`src/core/mfsb_pkg.sv`:
```
// package: offsets, reset word and field positions of the motor fault status bank
package mfsb_pkg;

  // register offsets (device byte address space)
  localparam logic [11:0] MFSB_OFS_DRV   = 12'h0e0;
  localparam logic [11:0] MFSB_OFS_CTRL  = 12'h0e2;
  localparam logic [11:0] MFSB_OFS_ALGO  = 12'h0e4;
  localparam logic [11:0] MFSB_OFS_MTR   = 12'h0e6;
  localparam logic [11:0] MFSB_OFS_MEAS  = 12'h0e8;
  localparam logic [11:0] MFSB_OFS_NVM   = 12'h24c;

  localparam logic [31:0] MFSB_RST_WORD  = 32'h0000_0000;

  // driver stage fault flags
  localparam int MFSB_DRV_SUMMARY   = 31;
  localparam int MFSB_DRV_STEP_DOWN_REGULATOR_OVERCURRENT  = 13;
  localparam int MFSB_DRV_STEP_DOWN_REGULATOR_UNDERVOLTAGE   = 12;
  localparam int MFSB_DRV_CP_UV     = 11;

  // controller fault flags
  localparam int MFSB_CF_SUMMARY    = 31;
  localparam int MFSB_CF_IPD_FREQ   = 29;
  localparam int MFSB_CF_IPD_T1     = 28;
  localparam int MFSB_CF_IPD_T2     = 27;
  localparam int MFSB_CF_MEAS_RL    = 25;
  localparam int MFSB_CF_MEAS_BEMF  = 24;
  localparam int MFSB_CF_ABNORMAL_SPEED_LOCK  = 23;
  localparam int MFSB_CF_ABNORMAL_BACKEMF_LOCK   = 22;
  localparam int MFSB_CF_PHASE_LOSS = 21;
  localparam int MFSB_CF_ANY_LOCK   = 20;
  localparam int MFSB_CF_LOCK_ILIM  = 19;
  localparam int MFSB_CF_HW_ILIM    = 18;
  localparam int MFSB_CF_SUPPLY_UV  = 17;
  localparam int MFSB_CF_SUPPLY_OV  = 16;
  localparam int MFSB_CF_SAT_LO     = 12;
  localparam int MFSB_CF_NVM_WLOCK  = 11;
  localparam int MFSB_CF_NVM_RLOCK  = 10;
  localparam int MFSB_CF_LINK_CRC   = 6;
  localparam int MFSB_CF_NVM_ERR    = 5;
  localparam int MFSB_CF_WDOG       = 3;

  // nonvolatile memory fault flags (16 bit)
  localparam int MFSB_NVM_CRC       = 4;
  localparam int MFSB_NVM_PARITY    = 2;

  // algorithm status
  localparam int MFSB_AS_MOD_LO     = 16;
  localparam int MFSB_AS_DUTY_LO    = 4;
  localparam int MFSB_AS_READY      = 2;

  // motor parameters
  localparam int MFSB_MP_RES_LO     = 24;
  localparam int MFSB_MP_BEMF_LO    = 16;
  localparam int MFSB_MP_IND_LO     = 8;

  // measurement completion status
  localparam int MFSB_MS_RES_DONE   = 31;
  localparam int MFSB_MS_IND_DONE   = 30;
  localparam int MFSB_MS_BEMF_DONE  = 29;
  localparam int MFSB_MS_GAIN_DONE  = 28;
  localparam int MFSB_MS_FREQ_LO    = 24;

endpackage

```
`src/core/mfsb_status_bank.sv`:
```
// read-only fault and status register bank of the motor controller
// Operation
// RULE_01 - bit 13 driver flags: step-down regulator overcurrent while present.
// RULE_02 - bit 12 regulator undervoltage, bit 11 charge pump undervoltage.
// RULE_03 - controller bit 31 is OR of all controller fault bits.
// RULE_04 - bits 29, 28, 27: position detect frequency, timing1, timing2 faults.
// RULE_05 - bit 25 resistance/inductance measure fault, bit 24 back-EMF fault.
// RULE_06 - bits 23, 22, 21 lock causes; bit 20 set on any of them.
// RULE_07 - bit 19 lock current limit, bit 18 hardware lock current limit.
// RULE_08 - bit 17 supply undervoltage, bit 16 supply overvoltage.
// RULE_09 - bits 15..12 speed, current, max speed, bus power saturation.
// RULE_10 - bit 11 memory write lock active, bit 10 read lock active.
// RULE_11 - bit 6 link packet CRC failure, bit 5 memory error.
// RULE_12 - bit 3 watchdog expired without service.
// RULE_13 - memory fault register: bit 4 CRC error, bit 2 parity error.
// RULE_14 - algorithm status 31..16 unsigned 16-bit modulation index.
// RULE_15 - algorithm status 15..4 twelve-bit input duty command.
// RULE_16 - bit 2 zero while copying defaults, one once control allowed.
// RULE_17 - motor params: resistance 31..24, back-EMF 23..16, inductance 15..8.
// RULE_18 - completion flags 31..28, zero until each measurement completes.
// RULE_19 - bits 27..24 recommended switching frequency code.
// RULE_20 - host leaves unlisted offsets alone; they are not modified.
// RULE_21 - driver bit 31 is OR of all driver fault bits.
// RULE_22 - reads have no side effect; reserved bits zero; writes ignored.
`timescale 1ns/1ps

module mfsb_status_bank
  import mfsb_pkg::*;
#(
  parameter int ADDR_W = 12,
  parameter int MOD_W  = 16,
  parameter int DUTY_W = 12,
  parameter int PAR_W  = 8,
  parameter int FREQ_W = 4
)
(
  // clock and reset
  input  wire logic              clk_sys,
  input  wire logic              rst_b,
  // register read port from serial link decoder
  input  wire logic              rd_en,
  input  wire logic [ADDR_W-1:0] rd_addr,
  input  wire logic              wr_en,
  output logic [31:0]            rd_data,
  output logic                   rd_valid,
  // driver stage fault sources
  input  wire logic              step_down_regulator_overcurrent,
  input  wire logic              step_down_regulator_undervoltage,
  input  wire logic              charge_pump_undervoltage,
  // controller fault sources
  input  wire logic              position_detect_frequency_fault,
  input  wire logic              position_detect_timing1_fault,
  input  wire logic              position_detect_timing2_fault,
  input  wire logic              measure_rl_fault,
  input  wire logic              measure_backemf_fault,
  input  wire logic              abnormal_speed_lock,
  input  wire logic              abnormal_backemf_lock,
  input  wire logic              phase_loss_fault,
  input  wire logic              lock_current_limit_fault,
  input  wire logic              hardware_lock_current_limit_fault,
  input  wire logic              supply_undervoltage_fault,
  input  wire logic              supply_overvoltage_fault,
  input  wire logic [3:0]        loop_saturation,
  input  wire logic              nvm_write_lock,
  input  wire logic              nvm_read_lock,
  input  wire logic              link_crc_fault,
  input  wire logic              nvm_error,
  input  wire logic              watchdog_expired,
  // memory fault sources
  input  wire logic              nvm_crc_error,
  input  wire logic              nvm_parity_error,
  // algorithm status sources
  input  wire logic [MOD_W-1:0]  modulation_index,
  input  wire logic [DUTY_W-1:0] duty_command,
  input  wire logic              system_ready_flag,
  // measurement results
  input  wire logic [PAR_W-1:0]  measured_resistance,
  input  wire logic [PAR_W-1:0]  measured_backemf_constant,
  input  wire logic [PAR_W-1:0]  measured_inductance,
  input  wire logic              resistance_measure_done,
  input  wire logic              inductance_measure_done,
  input  wire logic              backemf_measure_done,
  input  wire logic              gain_calc_done,
  input  wire logic [FREQ_W-1:0] recommended_switch_freq,
  // summary outputs
  output logic                   driver_fault_any,
  output logic                   controller_fault_any
);

  // =========================================================
  // reset release
  logic rst_s1_d;
  logic rst_s1_q;
  logic rst_s2_d;
  logic rst_s2_q;

  always_comb
  begin
    rst_s1_d = 1'b1;
    rst_s2_d = rst_s1_q;
  end

  // only the second stage is read by the rest of the bank
  always_ff @(posedge clk_sys or negedge rst_b)
  begin
    if (!rst_b)
    begin
      rst_s1_q <= 1'b0;
      rst_s2_q <= 1'b0;
    end
    else
    begin
      rst_s1_q <= rst_s1_d;
      rst_s2_q <= rst_s2_d;
    end
  end

  wire logic rst_n_int = rst_s2_q;

  // =========================================================
  // status word assembly
  logic [31:0] drv_d,  drv_q;
  logic [31:0] ctl_d,  ctl_q;
  logic [31:0] alg_d,  alg_q;
  logic [31:0] mtr_d,  mtr_q;
  logic [31:0] mes_d,  mes_q;
  logic [15:0] nvm_d,  nvm_q;
  logic        any_lock;

  always_comb
  begin
    drv_d = MFSB_RST_WORD;
    drv_d[MFSB_DRV_STEP_DOWN_REGULATOR_OVERCURRENT] = step_down_regulator_overcurrent; // see RULE_01
    drv_d[MFSB_DRV_STEP_DOWN_REGULATOR_UNDERVOLTAGE]  = step_down_regulator_undervoltage; // see RULE_02
    drv_d[MFSB_DRV_CP_UV]    = charge_pump_undervoltage; // see RULE_02
    drv_d[MFSB_DRV_SUMMARY]  = |drv_d; // see RULE_21
  end

  always_comb
  begin
    any_lock = abnormal_speed_lock | abnormal_backemf_lock
             | phase_loss_fault; // see RULE_06
    ctl_d = MFSB_RST_WORD;
    ctl_d[MFSB_CF_IPD_FREQ]   = position_detect_frequency_fault; // see RULE_04
    ctl_d[MFSB_CF_IPD_T1]     = position_detect_timing1_fault; // see RULE_04
    ctl_d[MFSB_CF_IPD_T2]     = position_detect_timing2_fault; // see RULE_04
    ctl_d[MFSB_CF_MEAS_RL]    = measure_rl_fault; // see RULE_05
    ctl_d[MFSB_CF_MEAS_BEMF]  = measure_backemf_fault; // see RULE_05
    ctl_d[MFSB_CF_ABNORMAL_SPEED_LOCK]  = abnormal_speed_lock; // see RULE_06
    ctl_d[MFSB_CF_ABNORMAL_BACKEMF_LOCK]   = abnormal_backemf_lock; // see RULE_06
    ctl_d[MFSB_CF_PHASE_LOSS] = phase_loss_fault; // see RULE_06
    ctl_d[MFSB_CF_ANY_LOCK]   = any_lock; // see RULE_06
    ctl_d[MFSB_CF_LOCK_ILIM]  = lock_current_limit_fault; // see RULE_07
    ctl_d[MFSB_CF_HW_ILIM]    = hardware_lock_current_limit_fault; // see RULE_07
    ctl_d[MFSB_CF_SUPPLY_UV]  = supply_undervoltage_fault; // see RULE_08
    ctl_d[MFSB_CF_SUPPLY_OV]  = supply_overvoltage_fault; // see RULE_08
    ctl_d[MFSB_CF_SAT_LO +: $bits(loop_saturation)] = loop_saturation; // see RULE_09
    ctl_d[MFSB_CF_NVM_WLOCK]  = nvm_write_lock; // see RULE_10
    ctl_d[MFSB_CF_NVM_RLOCK]  = nvm_read_lock; // see RULE_10
    ctl_d[MFSB_CF_LINK_CRC]   = link_crc_fault; // see RULE_11
    ctl_d[MFSB_CF_NVM_ERR]    = nvm_error; // see RULE_11
    ctl_d[MFSB_CF_WDOG]       = watchdog_expired; // see RULE_12
    ctl_d[MFSB_CF_SUMMARY]    = |ctl_d; // see RULE_03
  end

  always_comb
  begin
    nvm_d = 16'h0000;
    nvm_d[MFSB_NVM_CRC]    = nvm_crc_error; // see RULE_13
    nvm_d[MFSB_NVM_PARITY] = nvm_parity_error; // see RULE_13
  end

  always_comb
  begin
    alg_d = MFSB_RST_WORD;
    alg_d[MFSB_AS_MOD_LO +: MOD_W]   = modulation_index; // see RULE_14
    alg_d[MFSB_AS_DUTY_LO +: DUTY_W] = duty_command; // see RULE_15
    alg_d[MFSB_AS_READY]             = system_ready_flag; // see RULE_16
  end

  always_comb
  begin
    mtr_d = MFSB_RST_WORD;
    mtr_d[MFSB_MP_RES_LO +: PAR_W]  = measured_resistance; // see RULE_17
    mtr_d[MFSB_MP_BEMF_LO +: PAR_W] = measured_backemf_constant; // see RULE_17
    mtr_d[MFSB_MP_IND_LO +: PAR_W]  = measured_inductance; // see RULE_17
  end

  always_comb
  begin
    mes_d = MFSB_RST_WORD;
    mes_d[MFSB_MS_RES_DONE]  = resistance_measure_done; // see RULE_18
    mes_d[MFSB_MS_IND_DONE]  = inductance_measure_done; // see RULE_18
    mes_d[MFSB_MS_BEMF_DONE] = backemf_measure_done; // see RULE_18
    mes_d[MFSB_MS_GAIN_DONE] = gain_calc_done; // see RULE_18
    mes_d[MFSB_MS_FREQ_LO +: FREQ_W] = recommended_switch_freq; // see RULE_19
  end

  // live levels, one register per status word
  always_ff @(posedge clk_sys or negedge rst_n_int)
  begin
    if (!rst_n_int)
    begin
      drv_q <= MFSB_RST_WORD;
    end
    else
    begin
      drv_q <= drv_d;
    end
  end

  always_ff @(posedge clk_sys or negedge rst_n_int)
  begin
    if (!rst_n_int)
    begin
      ctl_q <= MFSB_RST_WORD;
    end
    else
    begin
      ctl_q <= ctl_d;
    end
  end

  always_ff @(posedge clk_sys or negedge rst_n_int)
  begin
    if (!rst_n_int)
    begin
      alg_q <= MFSB_RST_WORD;
    end
    else
    begin
      alg_q <= alg_d;
    end
  end

  always_ff @(posedge clk_sys or negedge rst_n_int)
  begin
    if (!rst_n_int)
    begin
      mtr_q <= MFSB_RST_WORD;
    end
    else
    begin
      mtr_q <= mtr_d;
    end
  end

  always_ff @(posedge clk_sys or negedge rst_n_int)
  begin
    if (!rst_n_int)
    begin
      mes_q <= MFSB_RST_WORD;
    end
    else
    begin
      mes_q <= mes_d;
    end
  end

  always_ff @(posedge clk_sys or negedge rst_n_int)
  begin
    if (!rst_n_int)
    begin
      nvm_q <= 16'h0000;
    end
    else
    begin
      nvm_q <= nvm_d;
    end
  end

  // =========================================================
  // read port
  logic [31:0] rd_data_d, rd_data_q;
  logic        rd_valid_d, rd_valid_q;

  always_comb
  begin
    // writes never reach the status words; unlisted offsets read zero
    rd_valid_d = rd_en & ~wr_en; // see RULE_22
    rd_data_d  = MFSB_RST_WORD;
    if (rd_en && !wr_en)
    begin
      case (rd_addr)
        MFSB_OFS_DRV:  rd_data_d = drv_q;
        MFSB_OFS_CTRL: rd_data_d = ctl_q;
        MFSB_OFS_ALGO: rd_data_d = alg_q;
        MFSB_OFS_MTR:  rd_data_d = mtr_q;
        MFSB_OFS_MEAS: rd_data_d = mes_q;
        MFSB_OFS_NVM:  rd_data_d = {16'h0000, nvm_q}; // see RULE_22
        default:       rd_data_d = MFSB_RST_WORD; // see RULE_20
      endcase
    end
  end

  always_ff @(posedge clk_sys or negedge rst_n_int)
  begin
    if (!rst_n_int)
    begin
      rd_data_q  <= MFSB_RST_WORD;
      rd_valid_q <= 1'b0;
    end
    else
    begin
      rd_data_q  <= rd_data_d;
      rd_valid_q <= rd_valid_d;
    end
  end

  assign rd_data              = rd_data_q;
  assign rd_valid             = rd_valid_q;
  assign driver_fault_any     = drv_q[MFSB_DRV_SUMMARY];
  assign controller_fault_any = ctl_q[MFSB_CF_SUMMARY];

endmodule

```
`config.mk`:
```
export PLATFORM = sky130hd
export DESIGN_NAME = mfsb_status_bank
export DESIGN_NICKNAME = d
export VERILOG_FILES = /design/src/core/mfsb_pkg.sv /design/src/core/mfsb_status_bank.sv
export SDC_FILE = /design/constraint.sdc
export NUM_CORES = 1
export LEC_CHECK = 0
export ABC_AREA = 1
export BUFFER_PORTS_ARGS = -buffer_cell sky130_fd_sc_hd__buf_2
export CAP_MARGIN = 20
export CORE_MARGIN = 2
export CORE_UTILIZATION = 50
export CTS_CLUSTER_SIZE = 8
export DETAILED_ROUTE_END_ITERATION = 7
export PLACE_DENSITY = 0.79
export SYNTH_ARGS = -nofsm -noshare
export SYNTH_HDL_FRONTEND = slang
export SYNTH_SLANG_ARGS = --single-unit
```
`constraint.sdc`:
```
create_clock -name clk_sys -period 4.93 [get_ports clk_sys]
set_input_delay 0.493 -clock clk_sys [delete_from_list [all_inputs] [get_ports clk_sys]]
set_output_delay 0.493 -clock clk_sys [all_outputs]
set_load 0.05 [all_outputs]
```
==> impl_summary.md <==
Place
Summed over all nets, the half-perimeter wirelength after detailed placement is 6.25 mm. The congestion estimate from routability-driven global placement came to 0.738. In this run the tool buffered the top-level ports with 135 buffer cells.

The worst-case setup slack after placement is 2.09 ns.

Clocking
The H-tree was split into 4 levels. In this run, CTS created clock tree buffers numbering 17. The clock net sink count is 123. In this run the clock root is driven by a clkbuf_8. The clock slew seen by the registers of the worst setup and hold paths is 0.06 ns.

The number of setup buffers added after CTS is 0. TritonCTS built the clock tree. The clock network latency to the later pin of the worst-skew pair is 0.50 ns. Counting along the longest clock path gives a buffer depth of 2.

STA
The remaining max-slew budget at the tightest pin is 0.315. Across all setup checks in the final design, the least slack found is 2.82 ns. The final setup TNS is 0 ns. On the final layout, the worst clock skew is 0.00767 ns.

The clock period could shrink to 2.11 ns. The maximum clock frequency is 0.473 GHz. The max-slew violation count is 0. At the pin with the least slew margin, the transition time is 1.02 ns. Setup repair after global routing left no endpoint under its margin. Setup violations remaining at the end of the flow were counted as 0.

Dividing the final minimum period by the clock period gives 0.429. The hold violation total from the final report is 0.

Floorplan
The chip height is 95.7 um. The horizontal die dimension is 95.7 um. In this run the count of I/O pins placed on the die edge is 138. The number of cell rows is 33.

The die covers 9170 um2. The initial core utilization is 0.515. In this run the standard cell core region covers 8180 um2.

Finish
The area added between synthesis and finish is 32.2%. The fraction of layout instances using a drive strength above 1 is 0.345. Leaving out fill and tap cells, the most frequent cell in the layout is buf_2.

The count of fill cells added during filler insertion is 606. The final antenna diode count is 0. In the layout the commonest cells are 135 x buf_2, 122 x dfrtp_1, 67 x nand3_1. For this run, the post-layout net count is 602.

Logic synthesis
Of the total synthesized cell area, the portion taken by XOR and XNOR cells is 0. The total of flip-flops plus latches after synthesis is 123. Of the post-synthesis cell area, the dominant cell type holds 0.731. The synthesized-area fraction occupied by ao, oa, aoi and oai cells is 0.00952. The average instance in the mapped netlist occupies 11.8 um2. Of the total synthesized cell area, the portion taken by full adders, half adders and majority gates is 0. The synthesized area is 4210 um2. The number of warnings reported in the yosys synthesis log is 0. The post-synthesis cell type count is 22.

Of all cell types, the one taking the most synthesized area is dfrtp_1. The number of standard cells after synthesis is 358. The combinational family with the most area after synthesis is simple AND/OR/NAND/NOR gates. By area the synthesized netlist is led by dfrtp_1 73%, nand3_1 8.0%, nor2_1 4.8%, nand4_1 3.0%, nand2_1 2.0%. Of the total synthesized cell area, the portion taken by AND, OR, NAND and NOR gates is 0.211. Measured against the total synthesized area, the mux share comes to 0.

Of the synthesized area, sequential elements account for 0.731.

Hold path
The worst hold path belongs to the class primary input to register.

Worst setup path
STA puts the critical path data required time at 5.35 ns. The maximum net fanout on the critical path is 75. STA classifies the critical path endpoint as a register. The setup path with the least slack is of type primary input to register.

At the worst endpoint, the arrival time is 2.53 ns. The startpoint type of the worst setup path is a primary input.

Global routing
The number of global-route vias before repair is 3036. The initial antenna violation count is 0. Entering global routing, the biggest net connects 76 pins. The first-pass GRT wire length is 14.2 mm. Across every metal layer, demand over resource in global routing totals 0.215. The total global routing overflow is 0.

Pwr
Across the VDD grid, the largest voltage drop is 261 uV. The power density over cell area is 424 nW/um2. For this design the static power due to leakage is 2.71 nW.

Routing
In the routed design, unresolved DRC markers number 0. In the final routed layout, each cell accounts on average for 15.2 um. Using the TritonRoute via totals, the vias-per-cell ratio works out to 5.05. After detailed routing, the total wire length is 9.33 mm. The detail route stage leaves a number of antenna-violating nets equal to 0. Detailed routing inserted a total of 3104 vias. The detailed-routing iteration count for the pre-antenna-repair pass is 4. The number of violations reported at the end of detailed-routing iteration 0 is 197.

Flow run
The number of max-cap violations is 0.

Run status
The run finished with clean final reports.
==> registers in the layout, summed over array words and instances, names as in the netlist <==
register   cells
rd_data       30
alg_q         29
mtr_q         24
ctl_q         23
mes_q          8
drv_q          4
nvm_q          2
rd_valid       1
rst_n_int      1
rst_s1_q       1
==> critical path: stages <==
cell and delay, ns:
buf_2 0.09, nor2_1 0.13, nand2_1 0.11, nor2_4 0.10, buf_4 0.55, nand3_1 0.16, nand3_1 0.13, nand2_1 0.32
buf_8 0.29, a21oi_1 0.13
==> cells in the mapped netlist <==
cell type    n
a21oi_1      8
and3_1      12
buf_2       10
buf_4        3
buf_6        2
clkbuf_1     5
clkinv_1     1
conb_1       2
dfrtp_1    123
inv_1       18
inv_2        2
nand2_1     22
nand2_2      1
nand3_1     67
nand4_1     20
nor2_1      54
nor3_1       1
nor3_2       1
nor3_4       1
nor4_1       3
or2_2        1
or3_1        1
==> cell families after synthesis <==
| group | after synthesis |
|---|---|
| buffers and inverters | 41 |
| flip-flops | 123 |
| AO/OA/AOI/OAI | 8 |
| AND/OR/NAND/NOR | 184 |
| other | 2 |
==> worst paths after layout <==
| path | from | to | slack (ns) | depth (start not counted) |
|---|---|---|---|---|
| max | rd_addr[11] | rd_data[8] | 2.82 | 10 |
| min in group asynchronous | rst_b | rst_n_int | 0.30 | 2 |
| min reg2reg | rst_s1_q | rst_n_int | 0.35 | 0 |
| max in group asynchronous | rst_n_int | mes_q[31] | 3.31 | 1 |
| min | duty_command[10] | alg_q[14] | 0.09 | 1 |
| max reg2reg | rst_n_int | mes_q[31] | 3.31 | 1 |
==> power breakdown <==
group / switching (mW) / internal [mW]
Combinational: 0.0484 / 0.0353
Clock: 0.400 / 0.802
Sequential: 0.0219 / 1.05
Total: 0.470 / 1.89
==> layer usage <==
| layer | up-vias | share of wire | GRT usage |
|---|---|---|---|
| li1 | 1467 | - | - |
| met1 | 1503 | 0.39 | 0.265 |
| met2 | 122 | 0.53 | 0.369 |
| met3 | 12 | 0.062 | 0.0509 |
| met4 | 0 | 0.014 | 0.0821 |
| met5 | - | 0 | 0 |
==> timing repair <==
item | CTS | global route
hold buffers | 1 | 0
hold endpoints to repair | 2 | 0
resized for setup | 0 | 0
==> cell type report <==
cell class                 instances  area (um2)  area share
timing repair buffer             141         731       0.131
multi-input combinational        195         957       0.172
clock buffer                      23         467      0.0839
inverter                          21        78.8      0.0142
tap                              105         131      0.0236
sequential                       123        3080       0.554
clock inverter                     7         115      0.0207
==> stage by stage <==
| stage | util | hold slack [ns] | area (um2) | total power [mW] | instances |
|---|---|---|---|---|---|
| global route | 0.680 | 0.0750 | 5560 | 2.44 | 615 |
| detailed placement | 0.605 | 0.280 | 4950 | 1.17 | 582 |
| floorplan | - | 0.197 | 4210 | 1.11 | 359 |
| finish | 0.680 | 0.0933 | 5560 | 2.36 | 615 |
| global placement | 0.605 | 0.281 | 4950 | 1.17 | 582 |
| CTS | 0.678 | 0.0704 | 5540 | 2.38 | 613 |
Power figures use the tool's default switching activity.
